## src/shared/prpd_pkg.sv

```systemverilog
`default_nettype none
package prpd_pkg;

  // side indices
  localparam int unsigned SIDE_TX = 0;
  localparam int unsigned SIDE_RX = 1;
  localparam int unsigned NUM_SIDES = 2;

  // register byte addresses
  localparam logic [7:0] ADDR_RX_RESO     = 8'h40;
  localparam logic [7:0] ADDR_TX_RESO     = 8'h50;
  localparam logic [7:0] ADDR_TX_MODE     = 8'h60;
  localparam logic [7:0] ADDR_RX_MODE     = 8'h64;
  localparam logic [7:0] ADDR_TX_WAKE     = 8'h68;
  localparam logic [7:0] ADDR_RX_WAKE     = 8'h6c;
  localparam logic [7:0] ADDR_TX_SLEEP    = 8'h70;
  localparam logic [7:0] ADDR_RX_SLEEP    = 8'h74;
  localparam logic [7:0] ADDR_REMOTE_CMD  = 8'h78;
  localparam logic [7:0] ADDR_STATUS      = 8'h7c;
  localparam logic [7:0] ADDR_RECONFIG    = 8'h80;

  // reset output register fields
  localparam int unsigned RESO_POL_BIT = 0;
  localparam int unsigned RESO_SEL_LSB = 1;
  localparam int unsigned RESO_SEL_W   = 2;
  localparam logic [7:0]  RESO_WMASK   = 8'h07;

  // mode register power down bits
  localparam int unsigned TX_MODE_PD_BIT = 6;
  localparam int unsigned RX_MODE_PD_BIT = 7;

  // remote command and reconfigure
  localparam logic [7:0]  REMOTE_CMD_XFER = 8'h01;
  localparam int unsigned RECONFIG_BIT    = 0;

  // reset values
  localparam logic [7:0]  RESO_RST  = 8'h00;
  localparam logic [7:0]  MODE_RST  = 8'h00;
  localparam logic [7:0]  WAKE_RST  = 8'h00;
  localparam logic [15:0] SLEEP_RST = 16'h0000;

  // timing
  localparam int unsigned CLK_PERIOD_NS   = 8;
  localparam int unsigned CLK_FREQ_KHZ    = 125000;
  localparam int unsigned TICK_PERIOD_MS  = 10;
  localparam int unsigned RST_PULSE_NS    = 285000;
  localparam int unsigned TICK_CYCLES     = TICK_PERIOD_MS * CLK_FREQ_KHZ;
  localparam int unsigned RST_PULSE_CYCLES =
    (RST_PULSE_NS + CLK_PERIOD_NS - 1) / CLK_PERIOD_NS;

  // status bits
  localparam int unsigned ST_PD_LSB     = 0;
  localparam int unsigned ST_AUTO_LSB   = 2;
  localparam int unsigned ST_LINK_LSB   = 4;
  localparam int unsigned ST_PULSE_BIT  = 6;
  localparam int unsigned ST_XFER_BIT   = 7;

endpackage
`default_nettype wire

```

## src/core/prpd_ctrl.sv

```systemverilog
// Contract
// [RQ1] reset pulse runs at power-on configuration and on every reconfiguration
// [RQ2] pin-select bits 2:1: 0 none, 1 serial data, 2 mosi, 3 audio pin
// [RQ3] transmitter register bit 0: 0 pulse active low, 1 active high
// [RQ4] reset pulse lasts about 285 us then returns inactive
// [RQ5] receiver side has its own independent reset output register
// [RQ6] host should keep reset output settings in configuration memory
// [RQ7] power down entered by host request or automatically after link loss
// [RQ8] host sets receiver power down bit before transmitter power down bit
// [RQ9] no power down unless that side's wake interval timer is nonzero
// [RQ10] writing 0x01 to remote command starts transfer; receiver sleeps on completion
// [RQ11] host keeps serial control interfaces idle when entering power down
// [RQ12] link loss starts timeout; power down if no link when it expires
// [RQ13] automatic power down enabled only with nonzero wake interval timer
// [RQ14] timeout is (high byte*256 + low byte) times 10 ms per side
// [RQ15] while timeout runs, other power down requests are ignored
// [RQ16] zero wake timer prevents power down; nonzero counts 10 ms periods
// [RQ17] pin-select zero gives no pulse and pins keep normal function
// [RQ18] selected reset pin sits at inactive level outside the pulse
`timescale 1ns/100ps
`default_nettype none
module prpd_ctrl #(
  parameter int unsigned TICK_CYCLES      = prpd_pkg::TICK_CYCLES,
  parameter int unsigned RST_PULSE_CYCLES = prpd_pkg::RST_PULSE_CYCLES
) (
  // clock and reset
  input  wire logic        hclk,
  input  wire logic        hresetn,
  // ahb-lite slave
  input  wire logic        hsel,
  input  wire logic [7:0]  haddr,
  input  wire logic [1:0]  htrans,
  input  wire logic        hwrite,
  input  wire logic [2:0]  hsize,
  input  wire logic [31:0] hwdata,
  input  wire logic        hready,
  output logic      [31:0] hrdata,
  output logic             hreadyout,
  output logic             hresp,
  // radio link status pins, one per side
  input  wire logic [1:0]  link_up,
  // remote settings transfer
  input  wire logic        remote_xfer_done,
  output logic             remote_xfer_start,
  // power down outputs, one per side
  output logic      [1:0]  power_down,
  // reset pins per side: bit 0 serial data, 1 mosi, 2 audio pin
  output logic      [2:0]  tx_rst_pin_val,
  output logic      [2:0]  tx_rst_pin_en,
  output logic      [2:0]  rx_rst_pin_val,
  output logic      [2:0]  rx_rst_pin_en
);

  localparam int unsigned NS = prpd_pkg::NUM_SIDES;

  typedef enum logic [3:0] {
    PRPD_R_NONE     = 4'h0,
    PRPD_R_RESO     = 4'h1,
    PRPD_R_MODE     = 4'h2,
    PRPD_R_WAKE     = 4'h3,
    PRPD_R_SLEEP    = 4'h4,
    PRPD_R_CMD      = 4'h5,
    PRPD_R_STATUS   = 4'h6,
    PRPD_R_RECONFIG = 4'h7
  } prpd_reg_t;

  // register kind of an address
  function automatic prpd_reg_t reg_kind(input logic [7:0] a);
    case (a)
      prpd_pkg::ADDR_TX_RESO, prpd_pkg::ADDR_RX_RESO:   reg_kind = PRPD_R_RESO;
      prpd_pkg::ADDR_TX_MODE, prpd_pkg::ADDR_RX_MODE:   reg_kind = PRPD_R_MODE;
      prpd_pkg::ADDR_TX_WAKE, prpd_pkg::ADDR_RX_WAKE:   reg_kind = PRPD_R_WAKE;
      prpd_pkg::ADDR_TX_SLEEP, prpd_pkg::ADDR_RX_SLEEP: reg_kind = PRPD_R_SLEEP;
      prpd_pkg::ADDR_REMOTE_CMD:                        reg_kind = PRPD_R_CMD;
      prpd_pkg::ADDR_STATUS:                            reg_kind = PRPD_R_STATUS;
      prpd_pkg::ADDR_RECONFIG:                          reg_kind = PRPD_R_RECONFIG;
      default:                                          reg_kind = PRPD_R_NONE;
    endcase
  endfunction

  // side of an address
  function automatic logic reg_side(input logic [7:0] a);
    case (a)
      prpd_pkg::ADDR_RX_RESO, prpd_pkg::ADDR_RX_MODE,
      prpd_pkg::ADDR_RX_WAKE, prpd_pkg::ADDR_RX_SLEEP: reg_side = 1'b1;
      default:                                         reg_side = 1'b0;
    endcase
  endfunction

  // bus state
  logic             wr_q;
  logic             rd_q;
  logic [7:0]       addr_q;
  logic [31:0]      hrdata_q;
  logic             hreadyout_q;

  // registers
  logic [7:0]       reso_q  [NS];
  logic [7:0]       mode_q  [NS];
  logic [7:0]       wake_q  [NS];
  logic [15:0]      sleep_q [NS];
  logic             xfer_pend_q;
  logic             xfer_start_q;
  logic             cfg_req_q;

  // pulse and side state
  logic             pulse_q;
  logic [19:0]      pulse_cnt_q;
  logic [NS-1:0]    link_m_q;
  logic [NS-1:0]    link_s_q;
  logic [NS-1:0]    link_prev_q;
  logic [NS-1:0]    auto_q;
  logic [NS-1:0]    pd_q;
  logic [2:0]       pin_val_q [NS];
  logic [2:0]       pin_en_q  [NS];

  logic             addr_take;
  logic             wr_fire;
  prpd_reg_t        wr_kind;
  logic             wr_side;

  assign addr_take = hsel & hready & htrans[1];
  assign wr_fire   = wr_q;
  assign wr_kind   = reg_kind(addr_q);
  assign wr_side   = reg_side(addr_q);

  // address phase capture; reads take one wait state, writes none
  always_ff @(posedge hclk or negedge hresetn) begin
    if (!hresetn) begin
      wr_q        <= 1'b0;
      rd_q        <= 1'b0;
      addr_q      <= 8'h00;
      hreadyout_q <= 1'b1;
    end else begin
      if (rd_q) begin
        rd_q        <= 1'b0;
        hreadyout_q <= 1'b1;
        wr_q        <= 1'b0;
      end else begin
        wr_q        <= addr_take & hwrite;
        rd_q        <= addr_take & ~hwrite;
        hreadyout_q <= ~(addr_take & ~hwrite);
        if (addr_take) begin
          addr_q <= {haddr[7:2], 2'b00};
        end
      end
    end
  end

  // read data, unmapped addresses read zero
  always_ff @(posedge hclk or negedge hresetn) begin
    if (!hresetn) begin
      hrdata_q <= 32'h0000_0000;
    end else if (rd_q) begin
      unique case (reg_kind(addr_q))
        PRPD_R_RESO:   hrdata_q <= {24'h00_0000, reso_q[reg_side(addr_q)]};
        PRPD_R_MODE:   hrdata_q <= {24'h00_0000, mode_q[reg_side(addr_q)]};
        PRPD_R_WAKE:   hrdata_q <= {24'h00_0000, wake_q[reg_side(addr_q)]};
        PRPD_R_SLEEP:  hrdata_q <= {16'h0000, sleep_q[reg_side(addr_q)]};
        PRPD_R_STATUS: hrdata_q <= {24'h00_0000, xfer_pend_q, pulse_q,
                                    link_s_q, auto_q, pd_q};
        PRPD_R_CMD, PRPD_R_RECONFIG, PRPD_R_NONE: hrdata_q <= 32'h0000_0000;
      endcase
    end
  end

  // per side configuration registers
  for (genvar s = 0; s < NS; s++) begin : g_regs
    always_ff @(posedge hclk or negedge hresetn) begin
      if (!hresetn) begin
        reso_q[s]  <= prpd_pkg::RESO_RST;
        mode_q[s]  <= prpd_pkg::MODE_RST;
        wake_q[s]  <= prpd_pkg::WAKE_RST;
        sleep_q[s] <= prpd_pkg::SLEEP_RST;
      end else if (wr_fire && (wr_side == 1'(s))) begin
        unique case (wr_kind)
          PRPD_R_RESO:  reso_q[s]  <= hwdata[7:0] & prpd_pkg::RESO_WMASK; // [RQ5]
          PRPD_R_MODE:  mode_q[s]  <= hwdata[7:0];
          PRPD_R_WAKE:  wake_q[s]  <= hwdata[7:0];
          PRPD_R_SLEEP: sleep_q[s] <= hwdata[15:0];
          default:      reso_q[s]  <= reso_q[s];
        endcase
      end
    end
  end

  // remote settings transfer request; a new request wins over a completion
  always_ff @(posedge hclk or negedge hresetn) begin
    if (!hresetn) begin
      xfer_pend_q  <= 1'b0;
      xfer_start_q <= 1'b0;
    end else begin
      xfer_start_q <= wr_fire && (wr_kind == PRPD_R_CMD) &&
                      (hwdata[7:0] == prpd_pkg::REMOTE_CMD_XFER); // [RQ10]
      if (wr_fire && (wr_kind == PRPD_R_CMD) &&
          (hwdata[7:0] == prpd_pkg::REMOTE_CMD_XFER)) begin
        xfer_pend_q <= 1'b1; // [RQ10]
      end else if (remote_xfer_done) begin
        xfer_pend_q <= 1'b0;
      end
    end
  end

  // configuration routine request: set at reset, again on reconfigure
  // a reconfigure landing during a pulse is held and reruns it afterwards
  always_ff @(posedge hclk or negedge hresetn) begin
    if (!hresetn) begin
      cfg_req_q <= 1'b1; // [RQ1]
    end else if (wr_fire && (wr_kind == PRPD_R_RECONFIG) &&
                 hwdata[prpd_pkg::RECONFIG_BIT]) begin
      cfg_req_q <= 1'b1; // [RQ1]
    end else if (!pulse_q) begin
      cfg_req_q <= 1'b0;
    end
  end

  // reset pulse timer
  always_ff @(posedge hclk or negedge hresetn) begin
    if (!hresetn) begin
      pulse_q     <= 1'b0;
      pulse_cnt_q <= 20'h0_0000;
    end else if (cfg_req_q && !pulse_q) begin
      pulse_q     <= 1'b1; // [RQ1]
      pulse_cnt_q <= 20'h0_0000;
    end else if (pulse_q) begin
      if (pulse_cnt_q == 20'(RST_PULSE_CYCLES - 1)) begin
        pulse_q <= 1'b0; // [RQ4]
      end
      pulse_cnt_q <= pulse_cnt_q + 20'h0_0001;
    end
  end

  // per side reset pins and power down control
  for (genvar s = 0; s < NS; s++) begin : g_side
    logic [prpd_pkg::RESO_SEL_W-1:0] sel;
    logic                            pol;
    logic                            wake_nz;
    logic                            pd_bit;
    logic                            man_req;
    logic                            pd_clr;
    logic [20:0]                     tick_cnt_q;
    logic [15:0]                     ticks_q;

    assign sel     = reso_q[s][prpd_pkg::RESO_SEL_LSB +: prpd_pkg::RESO_SEL_W]; // [RQ2]
    assign pol     = reso_q[s][prpd_pkg::RESO_POL_BIT]; // [RQ3]
    assign wake_nz = (wake_q[s] != 8'h00); // [RQ9] [RQ13] [RQ16]
    assign pd_bit  = (s == prpd_pkg::SIDE_TX) ? mode_q[s][prpd_pkg::TX_MODE_PD_BIT]
                                             : mode_q[s][prpd_pkg::RX_MODE_PD_BIT];
    // receiver sleeps when its settings transfer completes
    assign man_req = (s == prpd_pkg::SIDE_TX) ? pd_bit
                   : (pd_bit & remote_xfer_done & xfer_pend_q); // [RQ8] [RQ10]
    assign pd_clr  = wr_fire && (wr_kind == PRPD_R_MODE) && (wr_side == 1'(s)) &&
                     !((s == prpd_pkg::SIDE_TX) ? hwdata[prpd_pkg::TX_MODE_PD_BIT]
                                               : hwdata[prpd_pkg::RX_MODE_PD_BIT]);

    for (genvar p = 0; p < 3; p++) begin : g_pin
      logic hit;
      assign hit = (sel == 2'(p + 1)); // [RQ2]

      always_ff @(posedge hclk or negedge hresetn) begin
        if (!hresetn) begin
          pin_en_q[s][p]  <= 1'b0;
          pin_val_q[s][p] <= 1'b0;
        end else begin
          pin_en_q[s][p]  <= hit; // [RQ2] [RQ17]
          pin_val_q[s][p] <= hit && (pulse_q ? pol : ~pol); // [RQ3] [RQ18]
        end
      end
    end

    // link status synchroniser
    always_ff @(posedge hclk or negedge hresetn) begin
      if (!hresetn) begin
        link_m_q[s]    <= 1'b0;
        link_s_q[s]    <= 1'b0;
        link_prev_q[s] <= 1'b0;
      end else begin
        link_m_q[s]    <= link_up[s];
        link_s_q[s]    <= link_m_q[s];
        link_prev_q[s] <= link_s_q[s];
      end
    end

    // 10 ms timebase restarted with each timeout
    always_ff @(posedge hclk or negedge hresetn) begin
      if (!hresetn) begin
        tick_cnt_q <= 21'h00_0000;
        ticks_q    <= 16'h0000;
      end else if (!auto_q[s]) begin
        tick_cnt_q <= 21'h00_0000;
        ticks_q    <= 16'h0000;
      end else if (tick_cnt_q == 21'(TICK_CYCLES - 1)) begin
        tick_cnt_q <= 21'h00_0000;
        ticks_q    <= ticks_q + 16'h0001; // [RQ14]
      end else begin
        tick_cnt_q <= tick_cnt_q + 21'h00_0001;
      end
    end

    // automatic timeout and power down state
    // a running timeout shuts out mode-bit requests until it expires or the link returns
    always_ff @(posedge hclk or negedge hresetn) begin
      if (!hresetn) begin
        auto_q[s] <= 1'b0;
        pd_q[s]   <= 1'b0;
      end else if (auto_q[s]) begin
        if (link_s_q[s]) begin
          auto_q[s] <= 1'b0; // [RQ12]
        // a sleep value of zero ends the timeout on its first cycle
        end else if (ticks_q >= sleep_q[s]) begin
          auto_q[s] <= 1'b0;
          pd_q[s]   <= 1'b1; // [RQ12] [RQ14] [RQ15]
        end
      end else if (!pd_q[s] && link_prev_q[s] && !link_s_q[s] && wake_nz) begin
        auto_q[s] <= 1'b1; // [RQ7] [RQ12] [RQ13]
      end else if (!pd_q[s] && man_req && wake_nz) begin
        pd_q[s] <= 1'b1; // [RQ7] [RQ9]
      end else if (pd_clr) begin
        pd_q[s] <= 1'b0;
      end
    end
  end

  assign hrdata            = hrdata_q;
  assign hreadyout         = hreadyout_q;
  assign hresp             = 1'b0;
  assign remote_xfer_start = xfer_start_q;
  assign power_down        = pd_q;
  assign tx_rst_pin_val    = pin_val_q[prpd_pkg::SIDE_TX];
  assign tx_rst_pin_en     = pin_en_q[prpd_pkg::SIDE_TX];
  assign rx_rst_pin_val    = pin_val_q[prpd_pkg::SIDE_RX];
  assign rx_rst_pin_en     = pin_en_q[prpd_pkg::SIDE_RX];

  // bus inputs that carry nothing for word-only registers
  logic unused_ok;
  assign unused_ok = ^{hsize, hwdata[31:16]};

endmodule
`default_nettype wire

```

## config.mk

```make
export PLATFORM = sky130hd
export DESIGN_NAME = prpd_ctrl
export DESIGN_NICKNAME = d
export VERILOG_FILES = /design/src/shared/prpd_pkg.sv /design/src/core/prpd_ctrl.sv
export SDC_FILE = /design/constraint.sdc
export NUM_CORES = 1
export LEC_CHECK = 0
export BUFFER_PORTS_ARGS = -buffer_cell sky130_fd_sc_hd__buf_4
export CORE_MARGIN = 3
export CORE_UTILIZATION = 66
export CTS_BUF_LIST = sky130_fd_sc_hd__clkbuf_8
export DETAILED_ROUTE_END_ITERATION = 16
export GPL_ROUTABILITY_DRIVEN = 0
export PLACE_DENSITY = 0.93
export SYNTH_ARGS = -nofsm -noshare
export SYNTH_HDL_FRONTEND = slang
export SYNTH_SLANG_ARGS = --single-unit
```

## constraint.sdc

```tcl
create_clock -name hclk -period 5.78 [get_ports hclk]
set_clock_uncertainty 0.1 [all_clocks]
set_input_delay 0.867 -clock hclk [delete_from_list [all_inputs] [get_ports hclk]]
set_output_delay 0.867 -clock hclk [all_outputs]
set_load 0.05 [all_outputs]
```

### After elaboration in Yosys (flattened, before gate mapping)

Cells that the tools add are included.

| word-level totals | value |
|---|---|
| flip-flop bits (word level) | 231 |
| word-level logic and storage cells | 239 |

| cells by class | value |
|---|---|
| bitwise logic cells | 16 |
| equal/unequal tests | 43 |
| magnitude comparators | 6 |
| mux-type cells | 66 |
| add/sub/neg operators | 5 |
| reductions and logical operators | 59 |

Operator list:

| kind | number |
|---|---|
| 32-bit one-hot mux with 6 select lines | 1 |
| 16-bit 2-to-1 mux | 7 |
| 21-bit 2-to-1 mux | 4 |
| 8-bit 2-to-1 mux | 8 |
| 6-bit by 5-bit == test with 1-bit output, second input constant | 10 |
| 21-bit by 1-bit adder with 21-bit output, second input constant | 2 |
| 21-bit == test, second input constant | 2 |
| 1-bit 2-to-1 mux | 41 |
| 20-bit 2-to-1 mux | 2 |
| 16-bit by 1-bit adder with 16-bit output, second input constant | 2 |
| 16-bit greater-or-equal comparator | 2 |
| 4-bit by 3-bit == test with 1-bit output, second input constant | 7 |
| 1-bit logical AND | 28 |
| 3-bit one-hot mux with 7 select lines | 1 |
| 20-bit by 1-bit adder with 20-bit output, second input constant | 1 |
| 20-bit by 16-bit == test with 1-bit output, second input constant | 1 |
| 2-bit AND reduction | 9 |
| 4-bit by 2-bit == test with 1-bit output, second input constant | 4 |
| 8-bit nonzero test | 2 |
| 2-bit by 1-bit inequality test with 1-bit output, second input constant | 5 |
| 2-bit == test, second input constant | 4 |
| 4-bit by 1-bit == test with 1-bit output, second input constant | 2 |
| 8-bit by 1-bit == test with 1-bit output, second input constant | 1 |
| 2-bit greater-or-equal comparator, second input constant | 4 |
| 16 further kinds | 45 |

### Depth between registers and ports, before layout

| depth | value |
|---|---|
| depth after elaboration | 12 |
| gate-level depth with buffers | 9 |
| depth with buffers taken out | 8 |

### Worst setup path after synthesis

OpenSTA, ideal clock, no wires.

| timing | value |
|---|---|
| path type | flip-flop to flip-flop |
| from | register addr_q[4] |
| to | register sleep_q[0] (netlist name) |
| period minus slack after synthesis | 2.212 ns |
| data arrival time | 1.987 ns |
| stages on the path, launching flop included | 9 |
| path slack | 3.568 ns |
| path buffers | 2 |
| data required time | 5.555 ns |
| path through | dfrtp_1 buf_6 or4_1 o211ai_2 and2_4 nand2_4 nor2_8 buf_8 mux2_4 |

| between the ends | value |
|---|---|
| cells in the longest elaborated chain, start to end | 5 |

RTL lines:

| item | line | RTL |
|---|---|---|
| start: declaration | prpd_ctrl.sv:93 | `logic [7:0] addr_q;` |
| start signal: assignment | prpd_ctrl.sv:144 | `addr_q <= {haddr[7:2], 2'b00};` |
| 6-bit by 5-bit == test with 1-bit output (on tied branches) | prpd_ctrl.sv:69, prpd_ctrl.sv:83 |  |
| 2-bit OR reduction or 4-bit OR reduction (tied branches) | prpd_ctrl.sv:69, prpd_ctrl.sv:83 |  |
| 3-bit one-hot mux with 7 select lines or 1-bit 2-to-1 mux (tied branches) | prpd_ctrl.sv:69, prpd_ctrl.sv:83 |  |
| 4-bit by 3-bit == test with 1-bit output or 1-bit logical AND (tied branches) | prpd_ctrl.sv:176, prpd_ctrl.sv:175 |  |
| 2-bit AND reduction (no source line) (*) | -- |  |
| end signal: indexed assignment | prpd_ctrl.sv:174 | `sleep_q[s] <= prpd_pkg::SLEEP_RST;` |
| end signal: indexed assignment | prpd_ctrl.sv:180 | `PRPD_R_SLEEP: sleep_q[s] <= hwdata[15:0];` |
| end: declaration | prpd_ctrl.sv:101 | `logic [15:0] sleep_q [NS];` |

Mark *: on every way between the ends. The rest lies on a longest branch, timed or not.
A chain may end at the register's enable or synchronous reset.

### Worst setup path after layout

| timing | value |
|---|---|
| from | register addr_q[4] |
| to | register sleep_q[6] (netlist name) |

The elaborated chain is that of the path after synthesis.

==> impl_metrics.json <==
{
  "status": "completed",
  "p_per_area_mw_per_mm2": 282,
  "setup_ws_ps": 2790,
  "yosysSeqAreaShare_pct": 49.9,
  "placed_area_mm2": 0.0114,
  "crit_path_max_fanout": 20,
  "fin_hold_ws_ps": 234,
  "cp-start-kind": "flip-flop",
  "worstPathBufferInverterCount": 1,
  "p_leak_nw": 5.48,
  "rsz0062_at_grt": "no",
  "grt-ovfl-total": 0,
  "clkPwrFrac_pct": 40.0,
  "grt_pass1_vias": 8309,
  "synth_top_area_share_pct": 49.4,
  "cts_root_buf": "clkbuf_8",
  "via_per_inst": 6.09,
  "start_util_pct": 67.7,
  "numCtsBuffers": 36,
  "post_cts_buffers": 0,
  "dpl.hpwl_um": 16200,
  "switching_power_mw": 0.961,
  "mostFrequentLayoutCells": "dfrtp_1, inv_1, nor2_1",
  "final_common_cell": "dfrtp_1",
  "core_area_mm2": 0.0159,
  "final_max_slew_viol_count": 0,
  "hold_class": "reg -> reg",
  "fin_util_pct": 75.8,
  "nFillCells": 1008,
  "cp_top_family": "simple AND/OR/NAND/NOR gates",
  "dp_slack_ps": 2860,
  "grt_pass1_wl_um": 41400,
  "synth_edf_count": 0,
  "end_kind": "flip-flop",
  "syn_area_per_cell_um2": 10.7,
  "htree_levels": 2,
  "yosys_warnings": 0,
  "synth.cell_area_mm2": 0.0108,
  "syn2layout_area_growth_pct": 12.0,
  "drc": 0,
  "total_power_mw": 3.40,
  "cpMaxStageDelayCell": "or4_1",
  "crit_arrival_ps": 3290,
  "cts_tree": "built",
  "drt_iter0_drc": 764,
  "io_pins": 102,
  "track_usage_pct": 28.4,
  "yosysUniqueCellTypes": 69,
  "p_seq_share_pct": 47.9,
  "route.vias.total": 8075,
  "critPathKind": "reg -> reg",
  "diodes": 0,
  "p_sw_share_pct": 28.2,
  "synth_ff_type": "dfrtp_1",
  "setup_viol": 0,
  "synth_cells": 1006,
  "port_buffers": 62,
  "crit_path_cell_trace": "or4_1 -> o211ai_2 -> buf_4 -> and2_4 -> nand2_4 -> nor2_8 -> mux2_2",
  "path_clk_slew_ps": 60,
  "wirelength_um": 24800,
  "firstDrtPassIters": 5,
  "clk_path_buf_depth": 3,
  "die_y_um": 134,
  "fin_setup_tns_ps": 0,
  "hold_viol": 0,
  "finalCritPeriodShare_pct": 51.7,
  "nets": 1173,
  "final_area_mm2": 0.0121,
  "critPathMaxStageDelay_ps": 570,
  "fmax_mhz": 334,
  "cp.required_ps": 6080,
  "grt_max_degree": 128,
  "cts_resized": 0,
  "worst_pin_slew_ps": 976,
  "synth_seq_cells": 215,
  "p_int_mw": 2.44,
  "p_comb_share_pct": 12.0,
  "synthArstFlopShare_pct": 100,
  "dp.cells": 1260,
  "layout-drive-gt1-share_pct": 18.7,
  "ir_worst_vdd_mv": 0.192,
  "clk_latency_ps": 520,
  "die_width_um": 134,
  "cap_violations": 0,
  "clock_sinks": 215,
  "relSlewSlack_pct": 34.9,
  "yosys-top-cells-area": "dfrtp_1, mux2_2, ha_1",
  "hold_buffers": 0,
  "antenna_found_initial": 0,
  "final_cell_count_no_fill": 1325,
  "routedWlPerCell_um": 18.7,
  "dieArea_mm2": 0.0179,
  "yosys.area.top_type": "dfrtp_1",
  "fin_crit_ps": 2990,
  "final_antenna_net_count": 0,
  "rows": 46
}
-- worst paths after layout --
check                                      startpoint                           to  slack [ps]  cells after the start
max in group asynchronous                     hresetn       mode_q[11]$_DFFE_PN0P_        3920                      2
worst min-delay path            link_m_q[0]$_DFF_PN0_        link_s_q[0]$_DFF_PN0_         230                      0
min in group asynchronous                     hresetn  pulse_cnt_q[11]$_DFFE_PN0P_         410                      1
worst min register to register  link_m_q[0]$_DFF_PN0_        link_s_q[0]$_DFF_PN0_         230                      0
worst max-delay path            addr_q[4]$_DFFE_PN0P_       sleep_q[6]$_DFFE_PN0P_        2790                      7
worst max register to register  addr_q[4]$_DFFE_PN0P_       sleep_q[6]$_DFFE_PN0P_        2790                      7
-- Yosys cell counts (all sizes together), types with 2 or more instances --
library cell / number
a2111oi: 2
a211oi: 8
a21boi: 5
a21o: 2
a21oi: 28
a221oi: 2
a222oi: 6
a22o: 2
and2: 27
and3: 21
and3b: 2
and4: 7
buf: 30
clkbuf: 15
dfrtp: 213
dfstp: 2
ha: 38
inv: 63
mux2: 77
mux2i: 23
nand2: 63
nand2b: 8
nand3: 45
nand3b: 5
nand4: 29
nand4b: 4
nor2: 76
nor2b: 14
nor3: 16
nor3b: 3
nor4: 7
nor4b: 5
nor4bb: 2
o211ai: 4
o21a: 3
o21ai: 51
o22ai: 15
o31ai: 3
or3: 10
or4: 3
or4b: 3
xnor2: 37
xor2: 21
-- state kept, by name, summed over array words and instances (netlist names), 3 cells and up --
name / cells
sleep_q: 32
mode_q: 14
rx_rst_pin_val: 3
rx_rst_pin_en: 3
tx_rst_pin_en: 3
g_side.sel: 4
wake_q: 16
pulse_cnt_q: 20
addr_q: 6
tx_rst_pin_val: 3
hrdata: 16
g_side.tick_cnt_q: 42
g_side.ticks_q: 32
-- power groups by stage --
stage / logic (mW) / registers [mW] / clock network, mW
after floorplan: 0.230 / 1.70 / 0
after global placement: 0.390 / 1.65 / 0
after detailed placement: 0.402 / 1.66 / 0
after CTS: 0.409 / 1.63 / 1.37
after global routing: 0.437 / 1.64 / 1.45
final: 0.409 / 1.63 / 1.36
-- layer usage --
metal / share of wire (%) / wire length (µm) / up-vias / track usage [%]
li1: - / - / 3680 / -
met1: 39 / 9720 / 4004 / 35.5
met2: 51 / 12700 / 303 / 49.4
met3: 6.0 / 1490 / 88 / 4.99
met4: 3.7 / 930 / 0 / 11.3
met5: 0 / 0 / - / 0
-- final cells by class --
cell class                      count  area (µm²)  share of cell area (%)
Clock inverter                     17        77.6                   0.642
Inverter                           63         236                    1.96
Clock buffer                       48         661                    5.46
Sequential cell                   215        5380                    44.5
Multi-Input combinational cell    699        4950                    41.0
Timing Repair Buffer               67         509                    4.21
Tap cell                          216         270                    2.24
-- logic make-up (layout without fill, tap and decap cells) --
family | after synthesis | count (layout) | synth area share, %
fa+ha+maj | 38 | 38 | 4.41
compound gates | 134 | 134 | 7.60
simple gates | 352 | 352 | 18.0
mux | 100 | 100 | 10.5
flops | 215 | 215 | 49.9
other cells | 1 | 17 | 0.0348
buf+inv | 108 | 195 | 4.82
xor+xnor | 58 | 58 | 4.71
Power figures use the tool's default switching activity.
